--- config.mk ---
export PLATFORM = sky130hd
export DESIGN_NAME = sfsp_status_protect
export DESIGN_NICKNAME = d
export VERILOG_FILES = /design/src/sfsp_status_protect.v
export VERILOG_INCLUDE_DIRS = /design/src
export SDC_FILE = /design/constraint.sdc
export NUM_CORES = 1
export LEC_CHECK = 0
export BUFFER_PORTS_ARGS = -buffer_cell sky130_fd_sc_hd__buf_2
export CORE_MARGIN = 2
export CORE_UTILIZATION = 55
export DETAILED_ROUTE_END_ITERATION = 16
export GPL_ROUTABILITY_DRIVEN = 0
export PLACE_DENSITY = 0.83
export SLEW_MARGIN = 20
export SYNTH_ARGS = -nofsm -noshare
export SYNTH_HDL_FRONTEND = slang
export SYNTH_SLANG_ARGS = --single-unit
--- constraint.sdc ---
create_clock -name sys_clk_i -period 5.2 [get_ports sys_clk_i]
set_clock_uncertainty 0.15 [all_clocks]
set_input_delay 0.78 -clock sys_clk_i [delete_from_list [all_inputs] [get_ports sys_clk_i]]
set_output_delay 0.78 -clock sys_clk_i [all_outputs]
set_load 0.02 [all_outputs]
--- src/sfsp_defs.vh ---
/*
 * Constants of the serial flash status and protection block: command codes,
 * status bit positions, power-on values and operation times.
 * Assumes it is included by its bare name from the design file.
 */
`ifndef SFSP_DEFS_VH
`define SFSP_DEFS_VH

// ****************************************
// Command codes
// ****************************************
`define SFSP_CMD_WREN_LATCH 8'h06
`define SFSP_CMD_WR_DISABLE 8'h04
`define SFSP_CMD_RD_LOW 8'h05
`define SFSP_CMD_RD_MID 8'h35
`define SFSP_CMD_RD_HIGH 8'h15
`define SFSP_CMD_WR_LOW 8'h01
`define SFSP_CMD_WR_MID 8'h31
`define SFSP_CMD_WR_HIGH 8'h11
`define SFSP_CMD_PAGE_PROGRAM 8'h02
`define SFSP_CMD_SECTOR_WIPE 8'h20
`define SFSP_CMD_BLOCK_WIPE_32 8'h52
`define SFSP_CMD_BLOCK_WIPE_64 8'hd8
`define SFSP_CMD_CHIP_WIPE_A 8'h60
`define SFSP_CMD_CHIP_WIPE_B 8'hc7
`define SFSP_CMD_SUSPEND 8'h75
`define SFSP_CMD_RESUME 8'h7a
`define SFSP_CMD_RESET_ENABLE 8'h66
`define SFSP_CMD_RESET 8'h99

// ****************************************
// Status bit positions
// ****************************************
`define SFSP_BUSY_BIT 0
`define SFSP_LATCH_BIT 1
`define SFSP_BP_LSB 2
`define SFSP_SRP_LO_BIT 7
`define SFSP_SRP_HI_BIT 8
`define SFSP_QE_BIT 9
`define SFSP_SUS_PROG_BIT 10
`define SFSP_LB_LSB 11
`define SFSP_CMP_BIT 14
`define SFSP_SUS_WIPE_BIT 15
`define SFSP_LPE_BIT 18
`define SFSP_DRV_LSB 21
`define SFSP_HR_SEL_BIT 23

// ****************************************
// Power-on values
// ****************************************
`define SFSP_DRV_RESET 2'b10

// ****************************************
// Operation times
// ****************************************
`define SFSP_CLK_MHZ 50
`define SFSP_STATUS_WRITE_US 5000
`define SFSP_PROGRAM_US 500
`define SFSP_ERASE_US 50000
`define SFSP_STATUS_WRITE_CYCLES (`SFSP_STATUS_WRITE_US * `SFSP_CLK_MHZ)
`define SFSP_PROGRAM_CYCLES (`SFSP_PROGRAM_US * `SFSP_CLK_MHZ)
`define SFSP_ERASE_CYCLES (`SFSP_ERASE_US * `SFSP_CLK_MHZ)

`endif

--- src/sfsp_status_protect.v ---
/*
 * Status register and protection logic of a serial NOR flash, reached by
 * the status commands on the serial link (mode 0, MSB first).
 * Assumes the serial pins come from another clock domain and are sampled
 * by sys_clk_i; rst_i stands for a power cycle.
 */
// Contract
// Busy bit high during program, erase, status write.
// Clear latch refuses status write, program, erase.
// Block-protect field guards region against program, erase.
// Block-protect changes only without hardware lock.
// Chip erase only with nothing-protected code.
// Mode 00 writable whenever latch set; the code also refuses it while busy or while an erase or program is suspended.
// Mode 01 locked while protect pin low.
// Mode 10 locked until power cycle.
// Mode 11 permanently unwritable; the code unlocks it at power cycle, as for mode 10.
// Quad enable turns protect, pause pins into data.
// Security lock bits only set, never cleared; the code clears them at power cycle.
// Complement bit joins block-protect region decision.
// Suspend sets erase or program suspended flag.
// Resume, software reset, power cycle clear flags.
// Two bits choose output drive strength.
// Select bit picks pause or reset pin.
// Low-power bit shows low-power state.
// Latch cleared by power-up and write commands.
// Complement bit inverts the protected region.
// Reset pin restores volatile bits, standby.
// Reserved bits read zero, ignore writes.
// Host polls busy before next write.
`timescale 1ns/100ps
`include "sfsp_defs.vh"

module sfsp_status_protect #(
    parameter [31:0] STATUS_WRITE_CYCLES = `SFSP_STATUS_WRITE_CYCLES,
    parameter [31:0] PROGRAM_CYCLES = `SFSP_PROGRAM_CYCLES,
    parameter [31:0] ERASE_CYCLES = `SFSP_ERASE_CYCLES
) (
    input wire sys_clk_i,
    input wire rst_i,
    input wire spi_cs_n_i,
    input wire spi_sclk_i,
    input wire spi_si_i,
    input wire wp_n_i,
    input wire pause_reset_n_i,
    output wire spi_so_o,
    output wire spi_so_oe_o,
    output wire write_busy_flag_o,
    output wire [4:0] block_protect_field_o,
    output wire protect_complement_o,
    output wire [2:0] security_lock_bits_o,
    output wire quad_enable_o,
    output wire [1:0] output_strength_field_o,
    output wire pause_reset_select_o,
    output wire low_power_state_o,
    output wire pause_active_o,
    output wire array_op_start_o,
    output wire array_op_erase_o,
    output wire array_op_chip_o,
    output wire [23:0] array_op_addr_o
);

    // ****************************************
    // Pin sampling
    // ****************************************
    // Three stages per pin; the filtered level moves only when the
    // second and third stages agree, so a single sampled glitch is lost.
    reg [4:0] sync1_reg;
    reg [4:0] sync2_reg;
    reg [4:0] sync3_reg;
    reg [4:0] pin_reg;
    reg [4:0] pin_prev_reg;
    wire [4:0] pins_in = {pause_reset_n_i, wp_n_i, spi_si_i, spi_sclk_i, spi_cs_n_i};

    always @(posedge sys_clk_i or posedge rst_i) begin
        if (rst_i) begin
            sync1_reg <= 5'h1d;
            sync2_reg <= 5'h1d;
            sync3_reg <= 5'h1d;
            pin_reg <= 5'h1d;
            pin_prev_reg <= 5'h1d;
        end else begin
            sync1_reg <= pins_in;
            sync2_reg <= sync1_reg;
            sync3_reg <= sync2_reg;
            pin_reg <= (sync2_reg & ~(sync2_reg ^ sync3_reg)) | (pin_reg & (sync2_reg ^ sync3_reg));
            pin_prev_reg <= pin_reg;
        end
    end

    // ****************************************
    // Status storage
    // ****************************************
    reg busy_reg;
    reg latch_reg;
    reg [4:0] bp_reg;
    reg srp_lo_reg;
    reg srp_hi_reg;
    reg qe_reg;
    reg [2:0] lb_reg;
    reg cmp_reg;
    reg sus_wipe_reg;
    reg sus_prog_reg;
    reg [1:0] drv_reg;
    reg hr_sel_reg;
    reg lpe_reg;
    reg op_erase_reg;
    reg op_status_reg;
    reg [31:0] op_cnt_reg;
    reg reset_armed_reg;
    reg [23:0] status_word;

    always @* begin
        status_word = 24'h000000;
        status_word[`SFSP_BUSY_BIT] = busy_reg;
        status_word[`SFSP_LATCH_BIT] = latch_reg;
        status_word[`SFSP_BP_LSB+4:`SFSP_BP_LSB] = bp_reg;
        status_word[`SFSP_SRP_LO_BIT] = srp_lo_reg;
        status_word[`SFSP_SRP_HI_BIT] = srp_hi_reg;
        status_word[`SFSP_QE_BIT] = qe_reg;
        status_word[`SFSP_SUS_PROG_BIT] = sus_prog_reg;
        status_word[`SFSP_LB_LSB+2:`SFSP_LB_LSB] = lb_reg;
        status_word[`SFSP_CMP_BIT] = cmp_reg;
        status_word[`SFSP_SUS_WIPE_BIT] = sus_wipe_reg;
        status_word[`SFSP_LPE_BIT] = lpe_reg;
        status_word[`SFSP_DRV_LSB+1:`SFSP_DRV_LSB] = drv_reg;
        status_word[`SFSP_HR_SEL_BIT] = hr_sel_reg;
    end

    // ****************************************
    // Pin roles
    // ****************************************
    wire cs_active = ~pin_reg[0];
    wire reset_pin_low = hr_sel_reg & ~qe_reg & ~pin_reg[4];
    wire pause_low = ~hr_sel_reg & ~qe_reg & ~pin_reg[4];
    wire wp_low = ~qe_reg & ~pin_reg[3];
    wire link_frozen = pause_low | reset_pin_low;
    wire sclk_rise = pin_reg[1] & ~pin_prev_reg[1] & cs_active & ~link_frozen;
    wire sclk_fall = ~pin_reg[1] & pin_prev_reg[1] & cs_active & ~link_frozen;
    wire cs_fall = ~pin_reg[0] & pin_prev_reg[0];
    wire cs_rise = pin_reg[0] & ~pin_prev_reg[0];
    // Modes 10 and 11 lock outright; mode 01 locks only on a low pin.
    wire sr_locked = srp_hi_reg | (srp_lo_reg & wp_low);

    // ****************************************
    // Protected region
    // ****************************************
    function addr_protected;
        input [23:0] a;
        input [4:0] bp;
        input cmp;
        reg [4:0] k;
        reg [23:0] m;
        reg hit;
        begin
            k = 5'd0;
            m = 24'h000000;
            hit = 1'b0;
            if (bp[2:0] == 3'b111) begin
                hit = 1'b1;
            end else if (bp[2:0] != 3'b000) begin
                if (bp[4]) begin
                    k = (bp[2:0] > 3'd4) ? 5'd15 : 5'd11 + {2'b00, bp[2:0]};
                end else begin
                    k = 5'd17 + {2'b00, bp[2:0]};
                end
                m = 24'hffffff << k;
                hit = bp[3] ? ((a & m) == 24'h000000) : ((a & m) == m);
            end
            addr_protected = hit ^ cmp;
        end
    endfunction

    // ****************************************
    // Frame receiver and status transmitter
    // ****************************************
    reg [2:0] bit_cnt_reg;
    reg [2:0] byte_cnt_reg;
    reg [7:0] rx_reg;
    reg [7:0] cmd_reg;
    reg [7:0] data_reg;
    reg [23:0] addr_reg;
    reg [7:0] tx_reg;
    reg so_reg;
    reg so_oe_reg;
    reg [7:0] read_byte;
    reg first_load_reg;

    always @* begin
        read_byte = 8'h00;
        if (cmd_reg == `SFSP_CMD_RD_LOW) begin
            read_byte = status_word[7:0];
        end else if (cmd_reg == `SFSP_CMD_RD_MID) begin
            read_byte = status_word[15:8];
        end else if (cmd_reg == `SFSP_CMD_RD_HIGH) begin
            read_byte = status_word[23:16];
        end
    end

    wire [7:0] rx_byte = {rx_reg[6:0], pin_reg[2]};
    wire byte_done = sclk_rise & (bit_cnt_reg == 3'd7);
    wire is_read = (cmd_reg == `SFSP_CMD_RD_LOW) | (cmd_reg == `SFSP_CMD_RD_MID) |
                   (cmd_reg == `SFSP_CMD_RD_HIGH);

    always @(posedge sys_clk_i or posedge rst_i) begin
        if (rst_i) begin
            bit_cnt_reg <= 3'd0;
            byte_cnt_reg <= 3'd0;
            rx_reg <= 8'h00;
            cmd_reg <= 8'h00;
            data_reg <= 8'h00;
            addr_reg <= 24'h000000;
            tx_reg <= 8'h00;
            so_reg <= 1'b0;
            so_oe_reg <= 1'b0;
        end else if (cs_fall) begin
            bit_cnt_reg <= 3'd0;
            byte_cnt_reg <= 3'd0;
            cmd_reg <= 8'h00;
        end else if (cs_rise | reset_pin_low) begin
            so_oe_reg <= 1'b0;
            bit_cnt_reg <= 3'd0;
        end else begin
            if (sclk_rise) begin
                rx_reg <= rx_byte;
                bit_cnt_reg <= bit_cnt_reg + 3'd1;
            end
            if (byte_done) begin
                if (byte_cnt_reg != 3'd7) begin
                    byte_cnt_reg <= byte_cnt_reg + 3'd1;
                end
                if (byte_cnt_reg == 3'd0) begin
                    cmd_reg <= rx_byte;
                end
                if (byte_cnt_reg == 3'd1) begin
                    data_reg <= rx_byte;
                    addr_reg[23:16] <= rx_byte;
                end
                if (byte_cnt_reg == 3'd2) begin
                    addr_reg[15:8] <= rx_byte;
                end
                if (byte_cnt_reg == 3'd3) begin
                    addr_reg[7:0] <= rx_byte;
                end
            end
            // A fresh snapshot per byte lets the host poll busy in one frame.
            if (byte_done & ((byte_cnt_reg == 3'd0) | is_read)) begin
                tx_reg <= (byte_cnt_reg == 3'd0) ? 8'h00 : read_byte;
            end else if (first_load_reg) begin
                tx_reg <= read_byte;
            end else if (sclk_fall) begin
                so_reg <= tx_reg[7];
                tx_reg <= {tx_reg[6:0], 1'b0};
                so_oe_reg <= is_read & (byte_cnt_reg != 3'd0);
            end
            if (pause_low) begin
                so_oe_reg <= 1'b0;
            end
        end
    end

    // Command byte done: latch its snapshot the cycle after cmd_reg is set.
    always @(posedge sys_clk_i or posedge rst_i) begin
        if (rst_i) begin
            first_load_reg <= 1'b0;
        end else begin
            first_load_reg <= byte_done & (byte_cnt_reg == 3'd0);
        end
    end

    // ****************************************
    // Command execution at frame end
    // ****************************************
    wire aligned = (bit_cnt_reg == 3'd0);
    wire one_byte = cs_rise & aligned & (byte_cnt_reg == 3'd1);
    wire two_bytes = cs_rise & aligned & (byte_cnt_reg == 3'd2);
    wire is_prog = (cmd_reg == `SFSP_CMD_PAGE_PROGRAM);
    wire is_addr_wipe = (cmd_reg == `SFSP_CMD_SECTOR_WIPE) |
                        (cmd_reg == `SFSP_CMD_BLOCK_WIPE_32) |
                        (cmd_reg == `SFSP_CMD_BLOCK_WIPE_64);
    wire is_chip = (cmd_reg == `SFSP_CMD_CHIP_WIPE_A) | (cmd_reg == `SFSP_CMD_CHIP_WIPE_B);
    wire is_sr_write = (cmd_reg == `SFSP_CMD_WR_LOW) | (cmd_reg == `SFSP_CMD_WR_MID) |
                       (cmd_reg == `SFSP_CMD_WR_HIGH);
    wire prog_frame = cs_rise & aligned & is_prog & (byte_cnt_reg >= 3'd5);
    wire wipe_frame = cs_rise & aligned & is_addr_wipe & (byte_cnt_reg == 3'd4);
    wire chip_frame = one_byte & is_chip;
    wire sr_frame = two_bytes & is_sr_write;
    wire ce_ok = ((bp_reg[2:0] == 3'b000) & ~cmp_reg) | ((bp_reg[2:0] == 3'b111) & cmp_reg);
    wire may_write = latch_reg & ~busy_reg & ~sus_wipe_reg & ~sus_prog_reg;
    wire array_ok = may_write & (chip_frame ? ce_ok : ~addr_protected(addr_reg, bp_reg, cmp_reg));
    wire array_go = (prog_frame | wipe_frame | chip_frame) & array_ok;
    wire soft_reset = one_byte & (cmd_reg == `SFSP_CMD_RESET) & reset_armed_reg;

    reg start_reg;
    reg start_erase_reg;
    reg start_chip_reg;
    reg [23:0] start_addr_reg;

    always @(posedge sys_clk_i or posedge rst_i) begin
        if (rst_i) begin
            busy_reg <= 1'b0;
            latch_reg <= 1'b0;
            bp_reg <= 5'h00;
            srp_lo_reg <= 1'b0;
            srp_hi_reg <= 1'b0;
            qe_reg <= 1'b0;
            lb_reg <= 3'h0;
            cmp_reg <= 1'b0;
            sus_wipe_reg <= 1'b0;
            sus_prog_reg <= 1'b0;
            drv_reg <= `SFSP_DRV_RESET;
            hr_sel_reg <= 1'b0;
            lpe_reg <= 1'b0;
            op_erase_reg <= 1'b0;
            op_status_reg <= 1'b0;
            op_cnt_reg <= 32'h00000000;
            reset_armed_reg <= 1'b0;
            start_reg <= 1'b0;
            start_erase_reg <= 1'b0;
            start_chip_reg <= 1'b0;
            start_addr_reg <= 24'h000000;
        end else begin
            start_reg <= 1'b0;
            if (busy_reg) begin
                if (op_cnt_reg <= 32'h00000001) begin
                    busy_reg <= 1'b0;
                end
                op_cnt_reg <= op_cnt_reg - 32'h00000001;
            end
            if (one_byte | two_bytes | prog_frame | wipe_frame) begin
                reset_armed_reg <= one_byte & (cmd_reg == `SFSP_CMD_RESET_ENABLE);
            end
            if (reset_pin_low | soft_reset) begin
                busy_reg <= 1'b0;
                latch_reg <= 1'b0;
                sus_wipe_reg <= 1'b0;
                sus_prog_reg <= 1'b0;
                op_cnt_reg <= 32'h00000000;
                reset_armed_reg <= 1'b0;
            end else if (one_byte & (cmd_reg == `SFSP_CMD_WREN_LATCH) & ~busy_reg) begin
                latch_reg <= 1'b1;
            end else if (one_byte & (cmd_reg == `SFSP_CMD_WR_DISABLE) & ~busy_reg) begin
                latch_reg <= 1'b0;
            end else if (one_byte & (cmd_reg == `SFSP_CMD_SUSPEND) & busy_reg & ~op_status_reg) begin
                busy_reg <= 1'b0;
                sus_wipe_reg <= op_erase_reg;
                sus_prog_reg <= ~op_erase_reg;
            end else if (one_byte & (cmd_reg == `SFSP_CMD_RESUME) & (sus_wipe_reg | sus_prog_reg)) begin
                busy_reg <= 1'b1;
                sus_wipe_reg <= 1'b0;
                sus_prog_reg <= 1'b0;
            end else if (sr_frame & may_write & ~sr_locked) begin
                latch_reg <= 1'b0;
                busy_reg <= 1'b1;
                op_status_reg <= 1'b1;
                op_cnt_reg <= STATUS_WRITE_CYCLES;
                if (cmd_reg == `SFSP_CMD_WR_LOW) begin
                    srp_lo_reg <= data_reg[`SFSP_SRP_LO_BIT];
                    bp_reg <= data_reg[`SFSP_BP_LSB+4:`SFSP_BP_LSB];
                end else if (cmd_reg == `SFSP_CMD_WR_MID) begin
                    srp_hi_reg <= data_reg[`SFSP_SRP_HI_BIT-8];
                    qe_reg <= data_reg[`SFSP_QE_BIT-8];
                    lb_reg <= lb_reg | data_reg[`SFSP_LB_LSB-6:`SFSP_LB_LSB-8];
                    cmp_reg <= data_reg[`SFSP_CMP_BIT-8];
                end else begin
                    hr_sel_reg <= data_reg[`SFSP_HR_SEL_BIT-16];
                    drv_reg <= data_reg[`SFSP_DRV_LSB-15:`SFSP_DRV_LSB-16];
                    lpe_reg <= data_reg[`SFSP_LPE_BIT-16];
                end
            end else if (sr_frame & latch_reg & ~busy_reg) begin
                latch_reg <= 1'b0;
            end else if (array_go) begin
                latch_reg <= 1'b0;
                busy_reg <= 1'b1;
                op_status_reg <= 1'b0;
                op_erase_reg <= ~prog_frame;
                op_cnt_reg <= prog_frame ? PROGRAM_CYCLES : ERASE_CYCLES;
                start_reg <= 1'b1;
                start_erase_reg <= ~prog_frame;
                start_chip_reg <= chip_frame;
                start_addr_reg <= chip_frame ? 24'h000000 : addr_reg;
            end else if ((prog_frame | wipe_frame | chip_frame) & latch_reg & ~busy_reg) begin
                latch_reg <= 1'b0;
            end
        end
    end

    // ****************************************
    // Outputs
    // ****************************************
    assign spi_so_o = so_reg;
    assign spi_so_oe_o = so_oe_reg & cs_active & ~first_load_reg;
    assign write_busy_flag_o = busy_reg;
    assign block_protect_field_o = bp_reg;
    assign protect_complement_o = cmp_reg;
    assign security_lock_bits_o = lb_reg;
    assign quad_enable_o = qe_reg;
    assign output_strength_field_o = drv_reg;
    assign pause_reset_select_o = hr_sel_reg;
    assign low_power_state_o = lpe_reg;
    assign pause_active_o = pause_low;
    assign array_op_start_o = start_reg;
    assign array_op_erase_o = start_erase_reg;
    assign array_op_chip_o = start_chip_reg;
    assign array_op_addr_o = start_addr_reg;

endmodule // sfsp_status_protect

# After elaboration in Yosys (flattened, before gate mapping)
# Index checks and enable logic that the tools add are counted.
[op_classes]
addsub = 5
magnitude_cmp = 3
eq_ne = 34
n_shift = 1
n_mux = 83
n_bitwise = 112
n_reduce_logical = 32
[op_table]
columns = ["operator", "n"]
rows = [
  ["2-to-1 mux 32 bit", 9],
  ["2-to-1 mux 8 bit", 11],
  ["AND 1 bit", 54],
  ["2-to-1 mux 1 bit", 50],
  ["== test 8 x 7 -> 1 bit, second input constant", 5],
  ["less-or-equal comparator 32 x 1 -> 1 bit, second input constant", 1],
  ["subtractor 32 x 1 -> 32 bit, second input constant", 1],
  ["NOT 1 bit", 31],
  ["AND 24 bit", 1],
  ["== test 24 bit", 1],
  ["== test 8 x 3 -> 1 bit, second input constant", 3],
  ["== test 8 x 6 -> 1 bit, second input constant", 3],
  ["== test 8 bit, second input constant", 3],
  ["logical NOT 24 bit", 1],
  ["2-to-1 mux 24 bit", 1],
  ["AND reduction 8 bit", 3],
  ["left shift 24 x 5 -> 24 bit, first input constant", 1],
  ["2-to-1 mux 22 bit", 1],
  ["2-to-1 mux 3 bit", 7],
  ["2-to-1 mux 5 bit", 4],
  ["bitwise OR 1 bit", 19],
  ["AND reduction 3 bit", 6],
  ["nonzero test 3 bit", 6],
  ["== test 8 x 5 -> 1 bit, second input constant", 2],
  ["other kinds (26)", 46],
]
[totals]
ff_bits = 159
input_bits = 7
output_inout_bits = 45
wordCells = 306

# Logic depth before layout (Yosys ltp)
[logic_depth]
depth_word = 24
mapped_depth = 16
mapped_depth_nobuf = 13

# Worst setup path before layout
# Ideal clock, no wire load.
[synth_path]
path_type = "register to register"
start = "reg bp_reg[0] (netlist: block_protect_field_o[0])"
end = "reg op_cnt_reg[3]"
setup_time_ns = 0.078
t_arrival_ns = 3.366
required_time_ns = 4.972
setup_slack_ns = 1.606
path_stages_with_launch = 17
synth_period_minus_slack_ns = 3.594
path_cell_list = "dfrtp_1 -> clkbuf_1 -> inv_1 -> ha_1 -> inv_1 -> ha_1 -> and3b_1 -> clkbuf_1 -> nor3_1 -> nor3_1 -> nor4_1 -> nand4b_1 -> o31a_1 -> and4b_1 -> buf_2 -> or3_1 -> a21oi_1"
[synth_between]
elab_chain_cells = 24
elab_cells_between_ends = 33
classes_between = "2 x add/sub; 1 x order compare; 2 x eq/ne; 1 x shift; 16 x mux; 8 x bitwise; 3 x reduce/logical"
[synth_lines]
columns = ["element", "line", "source"]
rows = [
  ["start: declaration", "sfsp_status_protect.v:95", "reg [4:0] bp_reg;"],
  ["start signal: assignment", "sfsp_status_protect.v:358", "bp_reg <= data_reg[`SFSP_BP_LSB+4:`SFSP_BP_LSB];"],
  ["adder 4 x 3 -> 5 bit / greater-than comparator 3 bit (equally long branches)", "sfsp_status_protect.v:162", "k = (bp[2:0] > 3'd4) ? 5'd15 : 5'd11 + {2'b00, bp[2:0]};"],
  ["2-to-1 mux 5 bit", "sfsp_status_protect.v:162", ""],
  ["2-to-1 mux 5 bit", "sfsp_status_protect.v:161", "if (bp[4]) begin"],
  ["2-to-1 mux 5 bit", "sfsp_status_protect.v:160", "end else if (bp[2:0] != 3'b000) begin"],
  ["2-to-1 mux 5 bit", "sfsp_status_protect.v:158", "if (bp[2:0] == 3'b111) begin"],
  ["left shift 24 x 5 -> 24 bit", "sfsp_status_protect.v:166", "m = 24'hffffff << k;"],
  ["AND 24 bit", "sfsp_status_protect.v:167", "hit = bp[3] ? ((a & m) == 24'h000000) : ((a & m) == m);"],
  ["== test 24 bit / logical NOT 24 bit (equally long branches)", "sfsp_status_protect.v:167", ""],
  ["[... 8 more ...]", "-", ""],
  ["2-to-1 mux 32 bit (*)", "sfsp_status_protect.v:371", "end else if (array_go) begin"],
  ["2-to-1 mux 32 bit (*)", "sfsp_status_protect.v:369", "end else if (sr_frame & latch_reg & ~busy_reg) begin"],
  ["2-to-1 mux 32 bit (*)", "sfsp_status_protect.v:351", "end else if (sr_frame & may_write & ~sr_locked) begin"],
  ["2-to-1 mux 32 bit (*)", "sfsp_status_protect.v:347", "end else if (one_byte & (cmd_reg == `SFSP_CMD_RESUME) & (sus_wipe_reg | sus_prog_reg)) begin"],
  ["2-to-1 mux 32 bit (*)", "sfsp_status_protect.v:343", "end else if (one_byte & (cmd_reg == `SFSP_CMD_SUSPEND) & busy_reg & ~op_status_reg) begin"],
  ["2-to-1 mux 32 bit (*)", "sfsp_status_protect.v:341", "end else if (one_byte & (cmd_reg == `SFSP_CMD_WR_DISABLE) & ~busy_reg) begin"],
  ["2-to-1 mux 32 bit (*)", "sfsp_status_protect.v:339", "end else if (one_byte & (cmd_reg == `SFSP_CMD_WREN_LATCH) & ~busy_reg) begin"],
  ["2-to-1 mux 32 bit (*)", "sfsp_status_protect.v:332", "if (reset_pin_low | soft_reset) begin"],
  ["end signal: assignment", "sfsp_status_protect.v:327", "op_cnt_reg <= op_cnt_reg - 32'h00000001;"],
  ["end signal: assignment", "sfsp_status_protect.v:376", "op_cnt_reg <= prog_frame ? PROGRAM_CYCLES : ERASE_CYCLES;"],
  ["end: declaration", "sfsp_status_protect.v:108", "reg [31:0] op_cnt_reg;"],
]
# Mark *: on every way between the ends. The rest lies on a longest branch, timed or not. The select of a mux whose other input is x is not followed.
# A chain may end at the register's enable or synchronous reset.

# Worst setup path in the final report
[layout_path]
start = "reg bp_reg[0] (netlist: block_protect_field_o[0])"
end = "reg op_cnt_reg[1]"
# Same word-level chain as after synthesis.

==> results by group <==
Floorplanning
  – Die area: 15100 sq um
  – Cell Rows: 43
  – Initial Util: 56.23%
  – Die W: 122.9 microns
  – # IOs: 52
  – Die height: 122.9 microns
  – Core Region: 13830 sq um

Logic synthesis
  – Main synth FF type: dfrtp_1
  – Post-synthesis cell type with the largest combined area: dfrtp_1
  – Number of synthesized flops with an enable pin: 0
  – Async S/R FF share, synth: 100.0%
  – Synthesized instance count: 761
  – Most frequent cells after synthesis: dfrtp_1, nand2_1, nor2_1
  – Synth Area in Adders: 3.219%
  – Post-Syn Area per Cell: 10.22 sq um
  – Count leader, synth: dfrtp_1
  – Syn_nets: 784
  – Yosys reg bits: 159
  – Sequential fraction of the synthesis area: 51.46%
  – Unique masters post-synth: 66
  – Post-Syn Area: 7775 sq um
  – Synth top area share: 45.38%
  – Synthesis Warnings: 0
  – Area contributors post-synth: dfrtp_1, mux2_2, dfstp_2, nand2_1, nor2_1
  – Main combinational cell family by area after synthesis: simple AND/OR/NAND/NOR gates
  – Synth Area in Compound Gates: 11.99%
  – Synth Area in Simple Gates: 19.76%
  – Synth Area in XOR/XNOR: 3.717%
  – Post-synthesis mux area share: 6.872%

Job
  – Max-Cap Viols: 0

Worst setup path
  – CP arrival: 4.25 ns
  – Crit path capture type: flip-flop
  – Critical path type: flip-flop to flip-flop
  – Worst-path fanout max: 21
  – Crit-path cells: ha_1 -> ha_1 -> or3b_1 -> a32oi_1 -> a31oi_1 -> a2111oi_2 -> nand4_1 -> o31a_1 -> and4b_1 -> or3_4 -> a211oi_1
  – Worst Setup Start Kind: flip-flop
  – Slowest cell on crit path: dfrtp_1
  – Crit-path max cell delay: 0.55 ns
  – Crit path top cell by count: ha_1
  – Critical Path RT: 5.38 ns

Power and ir drop
  – Peak supply drop: 0.2373 mV
  – Static Leak: 0.004139 uW
  – Power Density: 297.2 nW/um^2
  – Overall power: 2593 uW

Timing
  – RSZ-0062 raised after global routing: no
  – Final max-slew violation count: 0
  – Minimum clock period: 4.067 ns
  – Tcrit/Tclk final: 78.21%
  – Setup TNS: 0 ns
  – Min setup slack post-route: 1.133 ns
  – Slew margin rel.: 37.37%
  – Worst slew pin tran: 0.9323 ns
  – Count of final setup violators: 0
  – Final Hold Viols: 0
  – Max Fclk: 0.2459 GHz

Finish
  – Max reg flops: 32
  – Design area: 8723 sq um
  – Multi-input gate area: 3542 sq um
  – Reg area: 4001 sq um
  – Fin nets: 825
  – Ant diodes: 0
  – Layout cell share with drive strength beyond 1: 19.39%
  – # fillers: 1104
  – Layout area overhead: 12.20%

CTS
  – CTS Hold Buffers Added: 0
  – Total CTS buffers: 17
  – Postcts setup bufs: 0
  – Resized Gates After CTS: 0
  – CTS sink cnt: 159
  – CTS tree: done
  – Clk pin slew, worst setup/hold paths: 0.07 ns
  – Number of H-tree levels: 4
  – CTS Buffer Depth: 2
  – Root buffer cell: clkbuf_16
  – Clk_lat worst skew: 0.43 ns

GRT
  – First-pass GRT wire length: 29140 microns
  – GRT Util Overall: 25.16%
  – Vias in the first global route: 5664
  – Largest net degree at the start of global routing: 75
  – Grt ovf: 0
  – Initial antenna violation count: 0

Place
  – Post-DP Area: 8145 sq um
  – I/O Buffers: 51
  – Pre-CTS WS: 1.241 ns
  – Post-DP HPWL: 12370 microns

Drt
  – Via Count: 6086
  – Total wire length: 17790 microns
  – Drt via density: 6.117
  – WL per Instance: 17.88 microns
  – Drt first pass iters: 6
  – Initial DRC count: 560
  – Drc violations: 0
  – Post-route ant nets: 0

Min path
  – Hold Path Class: flip-flop to flip-flop

Run status
  – Outcome: finished, final reports clean
==> cell usage in the layout (no fill, tap or decap), drive strengths merged, types with 9 or more instances in the layout <==
cell	count
nand2	89
xnor2	24
nor3	26
dfrtp	141
nor4	17
ha	16
nand3	17
a21oi	25
inv	30
clkbuf	19
nand4	10
nor2	77
buf	55
o21ai	44
mux2	43
nor2b	14
dfstp	18
xor2	9
==> kinds of logic after synthesis <==
| logic type | Yosys count |
|---|---|
| multiplexers | 48 |
| flip-flops | 159 |
| AO/OA/AOI/OAI | 138 |
| AND/OR/NAND/NOR | 306 |
| buffers and inverters | 56 |
| adder cells (fa/ha/maj) | 21 |
| XOR/XNOR | 33 |
==> layout make-up <==
class / count / share of cell area [%]
timing repair buffer: 55 / 3.270
clock inverter: 13 / 1.434
tap: 180 / 2.582
clock buffer: 19 / 5.192
multi-input combinational: 546 / 40.61
sequential: 159 / 45.87
inverter: 23 / 1.047
==> routing by layer <==
metal  vias up  track usage [%]  part of all wire, %
met1      2982            35.67                   44
met4         0            7.184                  1.6
met2       258            38.64                   46
met5         -                0                    0
li1       2816                -                    -
met3        30            6.273                  7.5
==> per-stage QoR <==
| stage | hold slack (ns) | utilization [%] | instances |
|---|---|---|---|
| 6_report | 0.1977 | 63.09 | 995 |
| 5_1_grt | 0.2050 | 63.09 | 995 |
| 4_1_cts | 0.2000 | 63.09 | 995 |
| 3_5_place_dp | 0.1847 | 58.91 | 963 |
| 3_3_place_gp | 0.1836 | 58.91 | 963 |
| 2_1_floorplan | 0.1812 | - | 761 |
==> path summary, 6_finish.rpt <==
check,cells after the start,slack [ns],startpoint,endpoint
max,11,1.13,block_protect_field_o[0],op_cnt_reg[1]
min,0,0.20,sync1_reg[1],sync2_reg[1]
max reg2reg,11,1.13,block_protect_field_o[0],op_cnt_reg[1]
min reg2reg,0,0.20,sync1_reg[1],sync2_reg[1]
max in group asynchronous,3,3.58,rst_i,async pin
min in group asynchronous,2,0.30,rst_i,async pin
==> worst max-delay path: cells and delay by family, from the launching register on <==
kind | cells | cell delay (ns)
AO/OA/AOI/OAI | 5 | 1.16
flip-flops | 1 | 0.55
adder cells (fa/ha/maj) | 2 | 0.66
AND/OR/NAND/NOR | 4 | 1.44
==> where the power goes <==
part | internal (uW) | switching, uW | total [uW]
Sequential | 1270 | 35.1 | 1300
Combinational | 23.1 | 45.5 | 68.6
Clock | 694 | 526 | 1220
Total | 1990 | 607 | 2590
Power figures use the tool's default switching activity.
